===== src/rxagc_pkg.sv =====
// constants shared by the receiver gain control block
package rxagc_pkg;

	// ==========================================
	// register bus
	localparam int REG_W = 8;
	localparam int ADDR_W = 8;
	localparam logic [ADDR_W-1:0] ADDR_SENSE_CFG = 8'h11;
	localparam logic [ADDR_W-1:0] ADDR_GAIN_CFG = 8'h12;
	localparam logic [ADDR_W-1:0] ADDR_DOWN_START = 8'h13;
	localparam logic [ADDR_W-1:0] ADDR_UP_REF = 8'h14;
	localparam logic [ADDR_W-1:0] ADDR_STATUS = 8'h18;
	localparam logic [ADDR_W-1:0] ADDR_AVG_MAG = 8'h19;

	// ==========================================
	// reset values
	localparam logic [REG_W-1:0] RST_SENSE_CFG = 8'h44;
	localparam logic [REG_W-1:0] RST_GAIN_CFG = 8'h75;
	localparam logic [REG_W-1:0] RST_DOWN_START = 8'h38;
	localparam logic [REG_W-1:0] RST_UP_REF = 8'h38;
	localparam logic [REG_W-1:0] SENSE_CFG_MASK = 8'hdc;

	// ==========================================
	// field positions
	localparam int F_LOW_LIMIT = 7;
	localparam int F_HIGH_LIMIT = 6;
	localparam int F_SWITCH_LSB = 4;
	localparam int F_GAIN_OFF = 3;
	localparam int F_HYST = 2;
	localparam int F_AVG_LSB = 0;
	localparam int F_MARGIN_LSB = 5;
	localparam int F_SETTING_LSB = 0;
	localparam int F_CS_COUNT_LSB = 6;
	localparam int F_WAIT_LSB = 2;
	localparam int F_STAT_SENSE = 7;
	localparam int F_STAT_STEP_LSB = 5;

	// ==========================================
	// gain steps and switch points
	localparam int GAIN_W = 5;
	localparam logic [1:0] AMP_MIN = 2'h0;
	localparam logic [1:0] AMP_MED = 2'h1;
	localparam logic [1:0] AMP_MAX = 2'h2;
	localparam logic [1:0] AMP_MED_MAX = 2'h3;
	localparam logic [5:0] SWITCH_NEAR_THIRD = 6'h0a;
	localparam logic [5:0] SWITCH_NEAR_TWO_THIRDS = 6'h13;
	localparam logic [5:0] SWITCH_ABOVE_MAX = 6'h20;
	// 4.5 dB base margin in 1.5 dB level steps
	localparam int DOWN_BASE_STEPS = 3;

	// ==========================================
	// freeze periods in filter clocks
	localparam int FRZ_W = 6;
	localparam logic [2:0] FRZ_HOLD_CODE = 3'h7;
	localparam logic [FRZ_W-1:0] FRZ_CLKS [0:6] = '{6'h10, 6'h14, 6'h18, 6'h1c, 6'h20,
		6'h28, 6'h30};

endpackage : rxagc_pkg


===== src/rxagc_run_count.sv =====
// counter of consecutive samples meeting a condition
`timescale 1ns/1ns
module rxagc_run_count #(
	parameter int CNT_W = 3
) (
	input wire logic clk_sys,
	input wire logic sys_rst,
	input wire logic sampleEn,
	input wire logic clear,
	input wire logic cond,
	input wire logic [CNT_W-1:0] need,
	output logic reached
);
	import rxagc_pkg::*;

	typedef struct packed {
		logic [CNT_W-1:0] cnt;
	} rxagc_run_state_t;

	rxagc_run_state_t s_reg;
	rxagc_run_state_t s_next;

	always_comb begin
		s_next = s_reg;
		if (clear) begin
			s_next.cnt = '0;
		end else if (sampleEn) begin
			if (!cond) begin
				s_next.cnt = '0;
			end else if (s_reg.cnt != '1) begin
				s_next.cnt = s_reg.cnt + 1'b1;
			end
		end
	end

	always_ff @(posedge clk_sys) begin
		if (sys_rst) begin
			s_reg <= '0;
		end else begin
			s_reg <= s_next;
		end
	end

	assign reached = (s_reg.cnt >= need) && (need != '0);

endmodule : rxagc_run_count


===== src/rxagc_avg.sv =====
// block averager of filter output magnitude over 2 to 16 samples
`timescale 1ns/1ns
module rxagc_avg #(
	parameter int MAG_W = 8,
	parameter int LOG_MAX = 4
) (
	input wire logic clk_sys,
	input wire logic sys_rst,
	input wire logic sampleEn,
	input wire logic clear,
	input wire logic [1:0] lengthCode,
	input wire logic [MAG_W-1:0] sample,
	output logic avgValid,
	output logic [MAG_W-1:0] avgOut
);
	import rxagc_pkg::*;

	localparam int ACC_W = MAG_W + LOG_MAX;

	typedef struct packed {
		logic [ACC_W-1:0] acc;
		logic [LOG_MAX-1:0] cnt;
		logic [MAG_W-1:0] avg;
		logic valid;
	} rxagc_avg_state_t;

	rxagc_avg_state_t s_reg;
	rxagc_avg_state_t s_next;
	logic [ACC_W-1:0] sum;
	logic [ACC_W-1:0] scaled;
	logic [LOG_MAX-1:0] lastIdx;

	always_comb begin
		s_next = s_reg;
		s_next.valid = 1'b0;
		sum = s_reg.acc + ACC_W'(sample);
		scaled = sum >> (32'(lengthCode) + 1);
		lastIdx = LOG_MAX'((2 << lengthCode) - 1);
		if (clear) begin
			s_next.acc = '0;
			s_next.cnt = '0;
		end else if (sampleEn) begin
			if (s_reg.cnt >= lastIdx) begin
				s_next.avg = scaled[MAG_W-1:0];
				s_next.valid = 1'b1;
				s_next.acc = '0;
				s_next.cnt = '0;
			end else begin
				s_next.acc = sum;
				s_next.cnt = s_reg.cnt + 1'b1;
			end
		end
	end

	always_ff @(posedge clk_sys) begin
		if (sys_rst) begin
			s_reg <= '0;
		end else begin
			s_reg <= s_next;
		end
	end

	assign avgValid = s_reg.valid;
	assign avgOut = s_reg.avg;

endmodule : rxagc_avg


===== src/rxagc_top.sv =====
// receiver gain control: averaging, gain stepping, second amp step, carrier sense
`timescale 1ns/1ns
module rxagc_top #(
	parameter int MAG_W = 8
) (
	input wire logic clk_sys,
	input wire logic sys_rst,
	input wire logic [rxagc_pkg::ADDR_W-1:0] regAddr,
	input wire logic [rxagc_pkg::REG_W-1:0] regWrData,
	input wire logic regWr,
	input wire logic regRd,
	output logic [rxagc_pkg::REG_W-1:0] regRdData,
	input wire logic filterClkEn,
	input wire logic magValid,
	input wire logic [MAG_W-1:0] magSample,
	input wire logic rxOn,
	input wire logic freezeTrigger,
	output logic [rxagc_pkg::GAIN_W-1:0] ampGain,
	output logic [1:0] secondAmpGain,
	output logic carrierSense,
	output logic freezeActive
);
	import rxagc_pkg::*;

	typedef struct packed {
		logic [REG_W-1:0] senseReg;
		logic [REG_W-1:0] cfgReg;
		logic [REG_W-1:0] downReg;
		logic [REG_W-1:0] upReg;
		logic [GAIN_W-1:0] gain;
		logic [1:0] step;
		logic sense;
		logic freezing;
		logic [FRZ_W-1:0] frzCnt;
		logic decide;
		logic [REG_W-1:0] rdData;
	} rxagc_top_state_t;

	rxagc_top_state_t s_reg;
	rxagc_top_state_t s_next;

	// ==========================================
	// configuration fields
	logic second_amp_low_limit;
	logic second_amp_high_limit;
	logic [1:0] second_amp_switch_point;
	logic gain_control_off;
	logic gain_step_hysteresis;
	logic [1:0] magnitude_average_length;
	logic [2:0] downMargin;
	logic [GAIN_W-1:0] startSetting;
	logic [2:0] upOffset;
	logic [4:0] refLevel;
	logic [1:0] senseCount;
	logic [2:0] waitCode;

	assign second_amp_low_limit = s_reg.cfgReg[F_LOW_LIMIT];
	assign second_amp_high_limit = s_reg.cfgReg[F_HIGH_LIMIT];
	assign second_amp_switch_point = s_reg.cfgReg[F_SWITCH_LSB +: 2];
	assign gain_control_off = s_reg.cfgReg[F_GAIN_OFF];
	assign gain_step_hysteresis = s_reg.cfgReg[F_HYST];
	assign magnitude_average_length = s_reg.cfgReg[F_AVG_LSB +: 2];
	assign downMargin = s_reg.downReg[F_MARGIN_LSB +: 3];
	assign startSetting = s_reg.downReg[F_SETTING_LSB +: GAIN_W];
	assign upOffset = s_reg.upReg[F_MARGIN_LSB +: 3];
	assign refLevel = s_reg.upReg[F_SETTING_LSB +: 5];
	assign senseCount = s_reg.senseReg[F_CS_COUNT_LSB +: 2];
	assign waitCode = s_reg.senseReg[F_WAIT_LSB +: 3];

	// ==========================================
	// averaging and thresholds
	logic avgValid;
	logic [MAG_W-1:0] avgMag;
	logic [MAG_W-1:0] upLevel;
	logic [MAG_W-1:0] downLevel;
	logic upCond;
	logic downCond;
	logic senseCond;
	logic upHit;
	logic downHit;
	logic senseHit;
	logic [2:0] stepNeed;
	logic [2:0] senseNeed;
	logic restart;
	logic gainMoved;

	assign restart = rxOn || freezeTrigger;

	rxagc_avg #(
		.MAG_W(MAG_W),
		.LOG_MAX(4)
	) u_avg (
		.clk_sys(clk_sys),
		.sys_rst(sys_rst),
		.sampleEn(magValid && !s_reg.freezing),
		.clear(restart),
		.lengthCode(magnitude_average_length),
		.sample(magSample),
		.avgValid(avgValid),
		.avgOut(avgMag)
	);

	assign upLevel = MAG_W'(refLevel) + MAG_W'(upOffset);
	assign downLevel = upLevel + MAG_W'(DOWN_BASE_STEPS) + MAG_W'(downMargin);
	assign upCond = avgMag < upLevel;
	assign downCond = avgMag > downLevel;
	assign senseCond = avgMag >= MAG_W'(refLevel);
	assign stepNeed = gain_step_hysteresis ? 3'h2 : 3'h1;
	assign senseNeed = 3'(senseCount) + 3'h1;

	rxagc_run_count #(
		.CNT_W(3)
	) u_up_run (
		.clk_sys(clk_sys),
		.sys_rst(sys_rst),
		.sampleEn(avgValid),
		.clear(gainMoved || restart),
		.cond(upCond),
		.need(stepNeed),
		.reached(upHit)
	);

	rxagc_run_count #(
		.CNT_W(3)
	) u_down_run (
		.clk_sys(clk_sys),
		.sys_rst(sys_rst),
		.sampleEn(avgValid),
		.clear(gainMoved || restart),
		.cond(downCond),
		.need(stepNeed),
		.reached(downHit)
	);

	rxagc_run_count #(
		.CNT_W(3)
	) u_sense_run (
		.clk_sys(clk_sys),
		.sys_rst(sys_rst),
		.sampleEn(avgValid),
		.clear(restart),
		.cond(senseCond),
		.need(senseNeed),
		.reached(senseHit)
	);

	// ==========================================
	// second amplifier step for a given gain
	function automatic logic [1:0] second_amp_step(input logic [GAIN_W-1:0] g,
		input logic lowLim, input logic highLim, input logic [1:0] sw);
		logic [5:0] point;
		logic [1:0] lowStep;
		logic [1:0] highStep;
		point = 6'h00;
		lowStep = lowLim ? AMP_MED : AMP_MIN;
		highStep = highLim ? AMP_MAX : AMP_MED;
		case (sw)
			2'h1: point = SWITCH_NEAR_THIRD;
			2'h2: point = SWITCH_NEAR_TWO_THIRDS;
			2'h3: point = SWITCH_ABOVE_MAX;
			default: point = 6'h00;
		endcase
		if (lowLim && !highLim) begin
			case (sw)
				2'h0: second_amp_step = AMP_MED_MAX;
				2'h1: second_amp_step = AMP_MIN;
				2'h2: second_amp_step = AMP_MED;
				default: second_amp_step = AMP_MAX;
			endcase
		end else if (6'(g) >= point) begin
			second_amp_step = highStep;
		end else begin
			second_amp_step = lowStep;
		end
	endfunction : second_amp_step

	// ==========================================
	// gain decisions and freeze window helpers
	logic decideNow;
	logic stepDown;
	logic stepUp;
	logic overCeiling;
	logic frzHold;
	logic frzTick;
	logic [FRZ_W-1:0] frzLoad;
	logic [REG_W-1:0] statusWord;

	// decisions only on a fresh average outside the freeze window
	assign decideNow = s_reg.decide && !s_reg.freezing;
	assign stepDown = downHit && (s_reg.gain != '0);
	assign stepUp = upHit && (s_reg.gain < startSetting);
	// ceiling lowered by software below the present gain
	assign overCeiling = s_reg.gain > startSetting;
	// hold code keeps the window open until the code is rewritten
	assign frzHold = (waitCode == FRZ_HOLD_CODE);
	assign frzTick = s_reg.freezing && filterClkEn && !frzHold;
	assign frzLoad = frzHold ? '0 : FRZ_CLKS[waitCode];
	assign statusWord = {s_reg.sense, s_reg.step, s_reg.gain};

	// ==========================================
	// next state
	always_comb begin
		s_next = s_reg;
		s_next.decide = avgValid;
		s_next.rdData = '0;

		if (regWr) begin
			if (regAddr == ADDR_SENSE_CFG) begin
				s_next.senseReg = regWrData & SENSE_CFG_MASK;
			end else if (regAddr == ADDR_GAIN_CFG) begin
				s_next.cfgReg = regWrData;
			end else if (regAddr == ADDR_DOWN_START) begin
				s_next.downReg = regWrData;
			end else if (regAddr == ADDR_UP_REF) begin
				s_next.upReg = regWrData;
			end
		end

		if (regRd) begin
			if (regAddr == ADDR_SENSE_CFG) begin
				s_next.rdData = s_reg.senseReg;
			end else if (regAddr == ADDR_GAIN_CFG) begin
				s_next.rdData = s_reg.cfgReg;
			end else if (regAddr == ADDR_DOWN_START) begin
				s_next.rdData = s_reg.downReg;
			end else if (regAddr == ADDR_UP_REF) begin
				s_next.rdData = s_reg.upReg;
			end else if (regAddr == ADDR_STATUS) begin
				s_next.rdData = statusWord;
			end else if (regAddr == ADDR_AVG_MAG) begin
				s_next.rdData = REG_W'(avgMag);
			end
		end

		// freeze window counted in filter clocks
		if (restart) begin
			s_next.freezing = 1'b1;
			s_next.frzCnt = frzLoad;
		end else if (frzTick) begin
			if (s_reg.frzCnt <= FRZ_W'(1)) begin
				s_next.freezing = 1'b0;
				s_next.frzCnt = '0;
			end else begin
				s_next.frzCnt = s_reg.frzCnt - 1'b1;
			end
		end

		// gain stepping
		if (rxOn || gain_control_off) begin
			s_next.gain = startSetting;
		end else if (decideNow) begin
			if (stepDown) begin
				s_next.gain = s_reg.gain - 1'b1;
			end else if (stepUp) begin
				s_next.gain = s_reg.gain + 1'b1;
			end else if (overCeiling) begin
				s_next.gain = startSetting;
			end
		end

		s_next.step = second_amp_step(s_next.gain, second_amp_low_limit,
			second_amp_high_limit, second_amp_switch_point);
		s_next.sense = senseHit && !restart;
	end

	assign gainMoved = s_reg.decide && (s_next.gain != s_reg.gain);

	// ==========================================
	// state register
	always_ff @(posedge clk_sys) begin
		if (sys_rst) begin
			s_reg <= '0;
			s_reg.senseReg <= RST_SENSE_CFG;
			s_reg.cfgReg <= RST_GAIN_CFG;
			s_reg.downReg <= RST_DOWN_START;
			s_reg.upReg <= RST_UP_REF;
			s_reg.gain <= RST_DOWN_START[F_SETTING_LSB +: GAIN_W];
			// step matching the reset gain, so no jump on the first edge
			s_reg.step <= second_amp_step(RST_DOWN_START[F_SETTING_LSB +: GAIN_W],
				RST_GAIN_CFG[F_LOW_LIMIT], RST_GAIN_CFG[F_HIGH_LIMIT],
				RST_GAIN_CFG[F_SWITCH_LSB +: 2]);
		end else begin
			s_reg <= s_next;
		end
	end

	assign regRdData = s_reg.rdData;
	assign ampGain = s_reg.gain;
	assign secondAmpGain = s_reg.step;
	assign carrierSense = s_reg.sense;
	assign freezeActive = s_reg.freezing;

endmodule : rxagc_top


===== config.mk =====
export PLATFORM = sky130hd
export DESIGN_NAME = rxagc_top
export DESIGN_NICKNAME = d
export VERILOG_FILES = /design/src/rxagc_pkg.sv /design/src/rxagc_run_count.sv /design/src/rxagc_avg.sv /design/src/rxagc_top.sv
export SDC_FILE = /design/constraint.sdc
export NUM_CORES = 1
export LEC_CHECK = 0
export BUFFER_PORTS_ARGS = -buffer_cell sky130_fd_sc_hd__buf_2
export CAP_MARGIN = 10
export CORE_UTILIZATION = 48
export CTS_BUF_LIST = sky130_fd_sc_hd__clkbuf_8
export CTS_CLUSTER_SIZE = 16
export DETAILED_ROUTE_END_ITERATION = 10
export PLACE_DENSITY = 0.66
export SYNTH_ARGS = -nofsm -noshare
export SYNTH_HDL_FRONTEND = slang
export SYNTH_SLANG_ARGS = --single-unit

===== constraint.sdc =====
create_clock -name clk_sys -period 5.2 [get_ports clk_sys]
set_input_delay 0.52 -clock clk_sys [delete_from_list [all_inputs] [get_ports clk_sys]]
set_output_delay 0.52 -clock clk_sys [all_outputs]
set_load 0.01 [all_outputs]

==> results.sh, run 1 <==
export IMPL_synth_seq_area_share_pct=27.5
export IMPL_synth_top_area_share_pct=27.5
export IMPL_die_w_um=117
export IMPL_critPathLaunchType="register"
export IMPL_largest_reg_flops=24
export IMPL_slew_headroom_pct=26.4
export IMPL_final_cells=996
export IMPL_async_flop_share_pct=0
export IMPL_max_cap_violations=0
export IMPL_grt_ovfl_total=0
export IMPL_finalSetupViolations=0
export IMPL_crit_slowest_cell="dfxtp_1"
export IMPL_critPathMostFrequentCell="o21ai_0"
export IMPL_ant_nets=0
export IMPL_root_buffer="clkbuf_8"
export IMPL_peakVddDrop_mv=0.108
export IMPL_synthXorXnorAreaFrac_pct=2.90
export IMPL_drtIter0Drc=355
export IMPL_hp_start="regWrData[2]"
export IMPL_synth_most_common_cell="dfxtp_1"
export IMPL_htree_levels=3
export IMPL_swShare_pct=26.3
export IMPL_grt_use_total_pct=25.8
export IMPL_setup_tns_ns=0
export IMPL_place_gp_congestion=0.979
export IMPL_io_pins=49
export IMPL_grt_max_degree=33
export IMPL_post_cts_setup_buffers=0
export IMPL_die_h_um=117
export IMPL_areaGrowthSynthToFinish_pct=7.07
export IMPL_powerDensity_nw_per_um2=189
export IMPL_grt_pass1_wl_mm=26.9
export IMPL_tightest_slew_ns=1.10
export IMPL_synth_area_top_cells="dfxtp_1 27%, ha_1 14%, a21oi_1 5.5%"
export IMPL_fmax_mhz=266
export IMPL_via_per_inst=5.79
export IMPL_nets=924
export IMPL_yosysTopAreaCell="dfxtp_1"
export IMPL_wl_per_cell_um=16.8
export IMPL_ctsHoldBuffers=0
export IMPL_ctsResizeCount=0
export IMPL_crit_path_max_incr_delay_ns=0.65
export IMPL_leakagePower_nw=3.06
export IMPL_power_frac_comb_pct=9.2
export IMPL_r2r_slack_ns=1.44
export IMPL_fin_area_um2=6790
export IMPL_seq_area_um2=1740
export IMPL_hold_viol=0
export IMPL_power_frac_seq_pct=52.7
export IMPL_synth_ff_type="dfxtp_1"
export IMPL_die_area_um2=13700
export IMPL_place_hpwl_mm=12.9
export IMPL_rsz0062_at_grt="no"
export IMPL_status="complete, no violations"
export IMPL_ys_ff_latch=87
export IMPL_reg2reg_depth=15
export IMPL_crit_start="ampGain[2]$_SDFF_PP0_"
export IMPL_antenna_found_initial=1
export IMPL_finalCritPeriodShare_pct=72.3
export IMPL_portBuffers=48
export IMPL_syn_inst=802
export IMPL_synthSimpleGateAreaFrac_pct=20.7
export IMPL_synth_cell_type_count=70
export IMPL_antennaDiodeCount=0
export IMPL_routed_wl_mm=16.8
export IMPL_skew_ns=0.0158
export IMPL_fin_crit_ns=3.76
export IMPL_finalMaxSlewViolations=0
export IMPL_syn_area_per_cell_um2=7.90
export IMPL_drive_gt1_share_pct=9.95
export IMPL_synth_top_family_by_area="compound AO/OA/AOI/OAI gates"
export IMPL_crit_chain="ha_1, nor2_1, a211oi_4, nor3_1, nor3_1, o21ai_0, o22ai_1, a31o_2, ha_1, nand2b_1, a21oi_1, o21ai_0, a21oi_1, o21ai_0, o21a_1"
export IMPL_first_pass_iters=5
export IMPL_critPathCapture="secondAmpGain[1]$_SDFF_PP0_"
export IMPL_power_internal_mw=0.947
export IMPL_synth_warnings=0
export IMPL_clock_latency_ns=0.38
export IMPL_synth_adder_area_share_pct=14.8
export IMPL_place_inst=980
export IMPL_multiInputGateArea_um2=4150
export IMPL_fillers=1239
export IMPL_fp_coreArea_um2=12700
export IMPL_routed_via_count=5768
export IMPL_cp_required_ns=5.46
export IMPL_cp_end_kind="register"
export IMPL_drc=0
export IMPL_arrival_ns=4.02
export IMPL_reg2reg_to="secondAmpGain[1]$_SDFF_PP0_"
export IMPL_hold_class="input pin to register"
export IMPL_cts_path_max_buffers=2
export IMPL_reg2reg_from="ampGain[2]$_SDFF_PP0_"
export IMPL_criticalPathCategory="register to register"
export IMPL_netlist_area_um2=6340
export IMPL_cts_made_buffers=9
export IMPL_synth_edff_count=0
export IMPL_cts_tree="done"
export IMPL_start_util_pct=49.8
export IMPL_clock_sinks=87
export IMPL_path_clk_slew_ns=0.10
export IMPL_grt_pass1_vias=5321
export IMPL_synth_compound_area_share_pct=22.3
export IMPL_detailed_place_area_um2=6590
export IMPL_clkPwrFrac_pct=38.1
export IMPL_synth_common_cells="87 x dfxtp_1, 73 x nor2_1, 70 x a21oi_1, 70 x ha_1, 67 x nand2_1"
export IMPL_synth_mux_area_share_pct=4.78
export IMPL_path_max_fanout=15
export IMPL_switching_power_mw=0.337
export IMPL_rows=41
export IMPL_syn_num_nets=907
==> kinds of logic (layout without fill, tap and decap cells) <==
group	count (synthesis)	in the layout
compound gates	221	221
xor+xnor	21	21
fa+ha+maj	73	73
buf+inv	102	124
flops	87	87
mux	30	30
simple gates	268	268
==> placed cells by master (no fill, tap or decap), drive strengths merged, types with 9 or more instances in the layout <==
cell    count
inv        58
nor2b       9
a21o       19
nor3       27
a21oi      70
nand2      67
buf        52
a22oi      14
or3        11
a211oi      9
o21ai      50
nand2b     16
xor2       11
ha         70
clkbuf     10
o21a        9
dfxtp      87
mux2i      28
nor2       74
nand3      32
xnor2      10
o211ai     10
==> power by group through the flow <==
stage | sequential (mW) | clock (mW) | combinational, mW
4_1_cts | 0.677 | 0.497 | 0.116
2_1_floorplan | 0.689 | 0 | 0.0788
6_report | 0.677 | 0.489 | 0.117
3_5_place_dp | 0.692 | 0 | 0.115
5_1_grt | 0.678 | 0.528 | 0.130
3_3_place_gp | 0.692 | 0 | 0.114
==> worst min-delay path by stage <==
stage,end,slack [ns],cells past startpoint
4_1_cts,refLevel[1]$_SDFFE_PP0P_,0.41,3
5_1_grt,s_reg[50]$_SDFFE_PP1P_,0.43,3
3_5_place_dp,u_avg.s_reg[13]$_SDFFE_PP0P_,0.46,2
3_3_place_gp,u_avg.s_reg[13]$_SDFFE_PP0P_,0.44,2
6_report,s_reg[50]$_SDFFE_PP1P_,0.43,3
2_1_floorplan,u_avg.s_reg[13]$_SDFFE_PP0P_,0.44,2
==> per-stage QoR <==
stage               total power, mW  hold WS (ns)  worst slack, ns  utilization [%]
finish                         1.28         0.428             1.44             53.3
global placement              0.806         0.444             1.67             51.8
floorplan                     0.768         0.436             1.91                -
CTS                            1.29         0.407             1.54             53.3
detailed placement            0.808         0.463             1.57             51.8
global route                   1.34         0.434             1.21             53.3
==> per-layer routing <==
layer / up-vias / share of wire, % / global-route usage (%)
met3: 24 / 6.4 / 4.58
met4: 2 / 1.9 / 9.62
met1: 2671 / 45 / 33.4
met5: - / 0.066 / 0
li1: 2883 / - / -
met2: 188 / 47 / 43.1
==> critical path: cells and delay by family (launching register included) <==
family,cells,cell delay (ns)
AO/OA/AOI/OAI,9,1.47
adder cells (fa/ha/maj),2,0.60
flip-flops,1,0.65
AND/OR/NAND/NOR,4,0.91
==> final cells by class <==
cell class	instances	share of cell area (%)
Sequential cell	87	25.7
Multi-Input combinational cell	613	61.1
Timing Repair Buffer	52	3.98
Clock inverter	6	0.922
Inverter	56	3.10
Clock buffer	10	2.03
Tap cell	172	3.17
(Power assumes the default switching activity.)
==> run 2, diff against run 1 <==
- clock period: 5.2 -> 3.6 ns (I/O delays scaled with it)
==> run 2 against run 1 <==
- sequential share of layout area is 0.88 points lower
- clock skew is 0.0061 ns lower
- count of clock-buffer cells in the layout is 1 lower
- hold slack worse by 0.16 ns
- clock power is 81% higher
- highest routed layer unchanged
- routed wire length is 1.8% higher
- sequential cell count stayed put
==> results.sh, run 2 (same netlist as run 1, synthesis figures left out) <==
export IMPL_reg2reg_from="s_reg[29]$_SDFFE_PP1P_"
export IMPL_io_pins=49
export IMPL_critPathMostFrequentCell="ha_1"
export IMPL_largest_reg_flops=24
export IMPL_nets=942
export IMPL_grt_use_total_pct=26.6
export IMPL_place_hpwl_mm=13.3
export IMPL_crit_path_max_incr_delay_ns=0.46
export IMPL_finalSetupViolations=0
export IMPL_fmax_mhz=292
export IMPL_arrival_ns=3.69
export IMPL_critPathCapture="u_down_run.s_reg[1]$_SDFFE_PP0P_"
export IMPL_routed_wl_mm=17.1
export IMPL_cts_path_max_buffers=2
export IMPL_clkPwrFrac_pct=43.4
export IMPL_ant_nets=0
export IMPL_root_buffer="clkbuf_8"
export IMPL_path_max_fanout=3
export IMPL_crit_chain="ha_1, inv_1, fa_1, ha_1, inv_1, ha_1, inv_1, fa_1, ha_1, o21a_1, o21a_1, o21a_1, o21ai_0, a21oi_1, nor3_2, nor3_1"
export IMPL_drtIter0Drc=394
export IMPL_grt_max_degree=33
export IMPL_critPathLaunchType="register"
export IMPL_swShare_pct=23.5
export IMPL_finalCritPeriodShare_pct=95.2
export IMPL_final_cells=1014
export IMPL_cp_required_ns=3.86
export IMPL_die_h_um=117
export IMPL_routed_via_count=5910
export IMPL_cts_tree="done"
export IMPL_max_cap_violations=0
export IMPL_slew_headroom_pct=47.5
export IMPL_antennaDiodeCount=0
export IMPL_die_area_um2=13700
export IMPL_drive_gt1_share_pct=12.9
export IMPL_place_gp_congestion=0.915
export IMPL_clock_sinks=87
export IMPL_r2r_slack_ns=0.17
export IMPL_drc=0
export IMPL_power_mw=2.04
export IMPL_tightest_slew_ns=0.767
export IMPL_clock_latency_ns=0.37
export IMPL_grt_pass1_wl_mm=27.9
export IMPL_crit_start="s_reg[29]$_SDFFE_PP1P_"
export IMPL_criticalPathCategory="register to register"
export IMPL_powerDensity_nw_per_um2=291
export IMPL_hold_class="input pin to register"
export IMPL_rsz0062_at_grt="yes"
export IMPL_cp_depth=16
export IMPL_fin_crit_ns=3.43
export IMPL_start_util_pct=49.8
export IMPL_layout_commonest_cell="dfxtp_1"
export IMPL_final_cell_mix="87 x dfxtp_1, 72 x nor2_1, 70 x ha_1"
export IMPL_portBuffers=48
export IMPL_fillers=1276
export IMPL_via_per_inst=5.83
export IMPL_cp_num_buf_inv=3
export IMPL_status="complete, no violations"
export IMPL_setup_tns_ns=0
export IMPL_cp_end_kind="register"
export IMPL_wl_per_cell_um=16.8
export IMPL_power_internal_mw=1.56
export IMPL_hold_viol=0
export IMPL_htree_levels=3
export IMPL_areaGrowthSynthToFinish_pct=10.9
export IMPL_die_w_um=117
export IMPL_cp_top_family="adder cells"
export IMPL_finalMaxSlewViolations=0
export IMPL_rows=41
export IMPL_grt_pass1_vias=5742
export IMPL_switching_power_mw=0.480
export IMPL_antenna_found_initial=1
export IMPL_fp_coreArea_um2=12700
export IMPL_crit_slowest_cell="fa_1"
export IMPL_power_frac_seq_pct=47.7
export IMPL_grt_ovfl_total=0
export IMPL_skew_ns=0.00970
export IMPL_power_frac_comb_pct=8.9
export IMPL_cts_made_buffers=9
export IMPL_reg2reg_to="u_down_run.s_reg[1]$_SDFFE_PP0P_"
export IMPL_place_inst=997
export IMPL_leakagePower_nw=3.18
export IMPL_reg2reg_depth=16
export IMPL_peakVddDrop_mv=0.343
export IMPL_ctsHoldBuffers=0
export IMPL_first_pass_iters=5
export IMPL_path_clk_slew_ns=0.09
==> run 2: cell types whose count changed in the layout (fill, tap and decap cells not counted), moves of 2 or more <==
cell       change
nor3_2         +2
clkinv_4       -2
buf_4         +18
o21ai_0        -2
bufinv_16      +3
nor3_1         -3
o21ai_1        +2
==> run 2: what timing repair did <==
action                                  4_1_cts  5_1_grt
resized for setup                             0       13
endpoints found under the setup margin        0        5
setup buffers                                 0        1
==> run 2: how the worst min path moves through the flow <==
stage	cells after the start	startpoint	slack, ns	to
after CTS	3	regWrData[2]	0.25	s_reg[50]$_SDFFE_PP1P_
after detailed placement	2	u_avg.s_reg[13]$_SDFFE_PP0P_	0.46	u_avg.s_reg[13]$_SDFFE_PP0P_
final	3	regWrData[2]	0.27	s_reg[50]$_SDFFE_PP1P_
after global placement	2	u_avg.s_reg[17]$_SDFFE_PP0P_	0.44	u_avg.s_reg[17]$_SDFFE_PP0P_
after global routing	3	regWrData[2]	0.27	s_reg[50]$_SDFFE_PP1P_
after floorplan	2	u_avg.s_reg[13]$_SDFFE_PP0P_	0.44	u_avg.s_reg[13]$_SDFFE_PP0P_
==> run 2: layout make-up <==
class | instances | area (um2) | area share (%)
inverter | 56 | 210 | 2.99
clock buffer | 9 | 124 | 1.76
multi-input combinational | 613 | 4200 | 59.7
sequential | 87 | 1740 | 24.8
tap | 172 | 215 | 3.06
timing repair buffer | 70 | 405 | 5.77
clock inverter | 7 | 136 | 1.94
==> run 2: per-stage QoR <==
stage	setup slack [ns]	cell area [um2]	hold WS (ns)	utilization, %
after floorplan	0.305	6340	0.436	-
after global placement	0.162	6710	0.443	52.8
after detailed placement	0.0992	6710	0.455	52.8
after CTS	0.0758	6970	0.248	54.8
after global routing	-0.0185	7030	0.271	55.2
final	0.173	7030	0.269	55.2
==> run 2: worst reg2reg max path: cells and delay by family (launching register included) <==
family	cells	cell delay (ns)
adders and majority gates	6	1.87
and+or+nand+nor	2	0.26
DFF	1	0.38
AOI/OAI and AO/OA	5	0.66
buffers and inverters	3	0.16
==> run 2: layer usage <==
metal  wire, um  track usage, %  share of wire (%)
met5          8               0              0.047
met4        324            8.10                1.9
met3       1190            6.49                7.0
met2       8190            46.1                 48
met1       7360            32.5                 43
==> run 2: power by group through the flow <==
| stage | clock (mW) | sequential, mW | combinational (mW) |
|---|---|---|---|
| after floorplan | 0 | 0.996 | 0.114 |
| after global placement | 0 | 0.997 | 0.173 |
| after detailed placement | 0 | 0.997 | 0.175 |
| after CTS | 0.909 | 0.975 | 0.177 |
| after global routing | 0.947 | 0.976 | 0.200 |
| final | 0.887 | 0.974 | 0.181 |
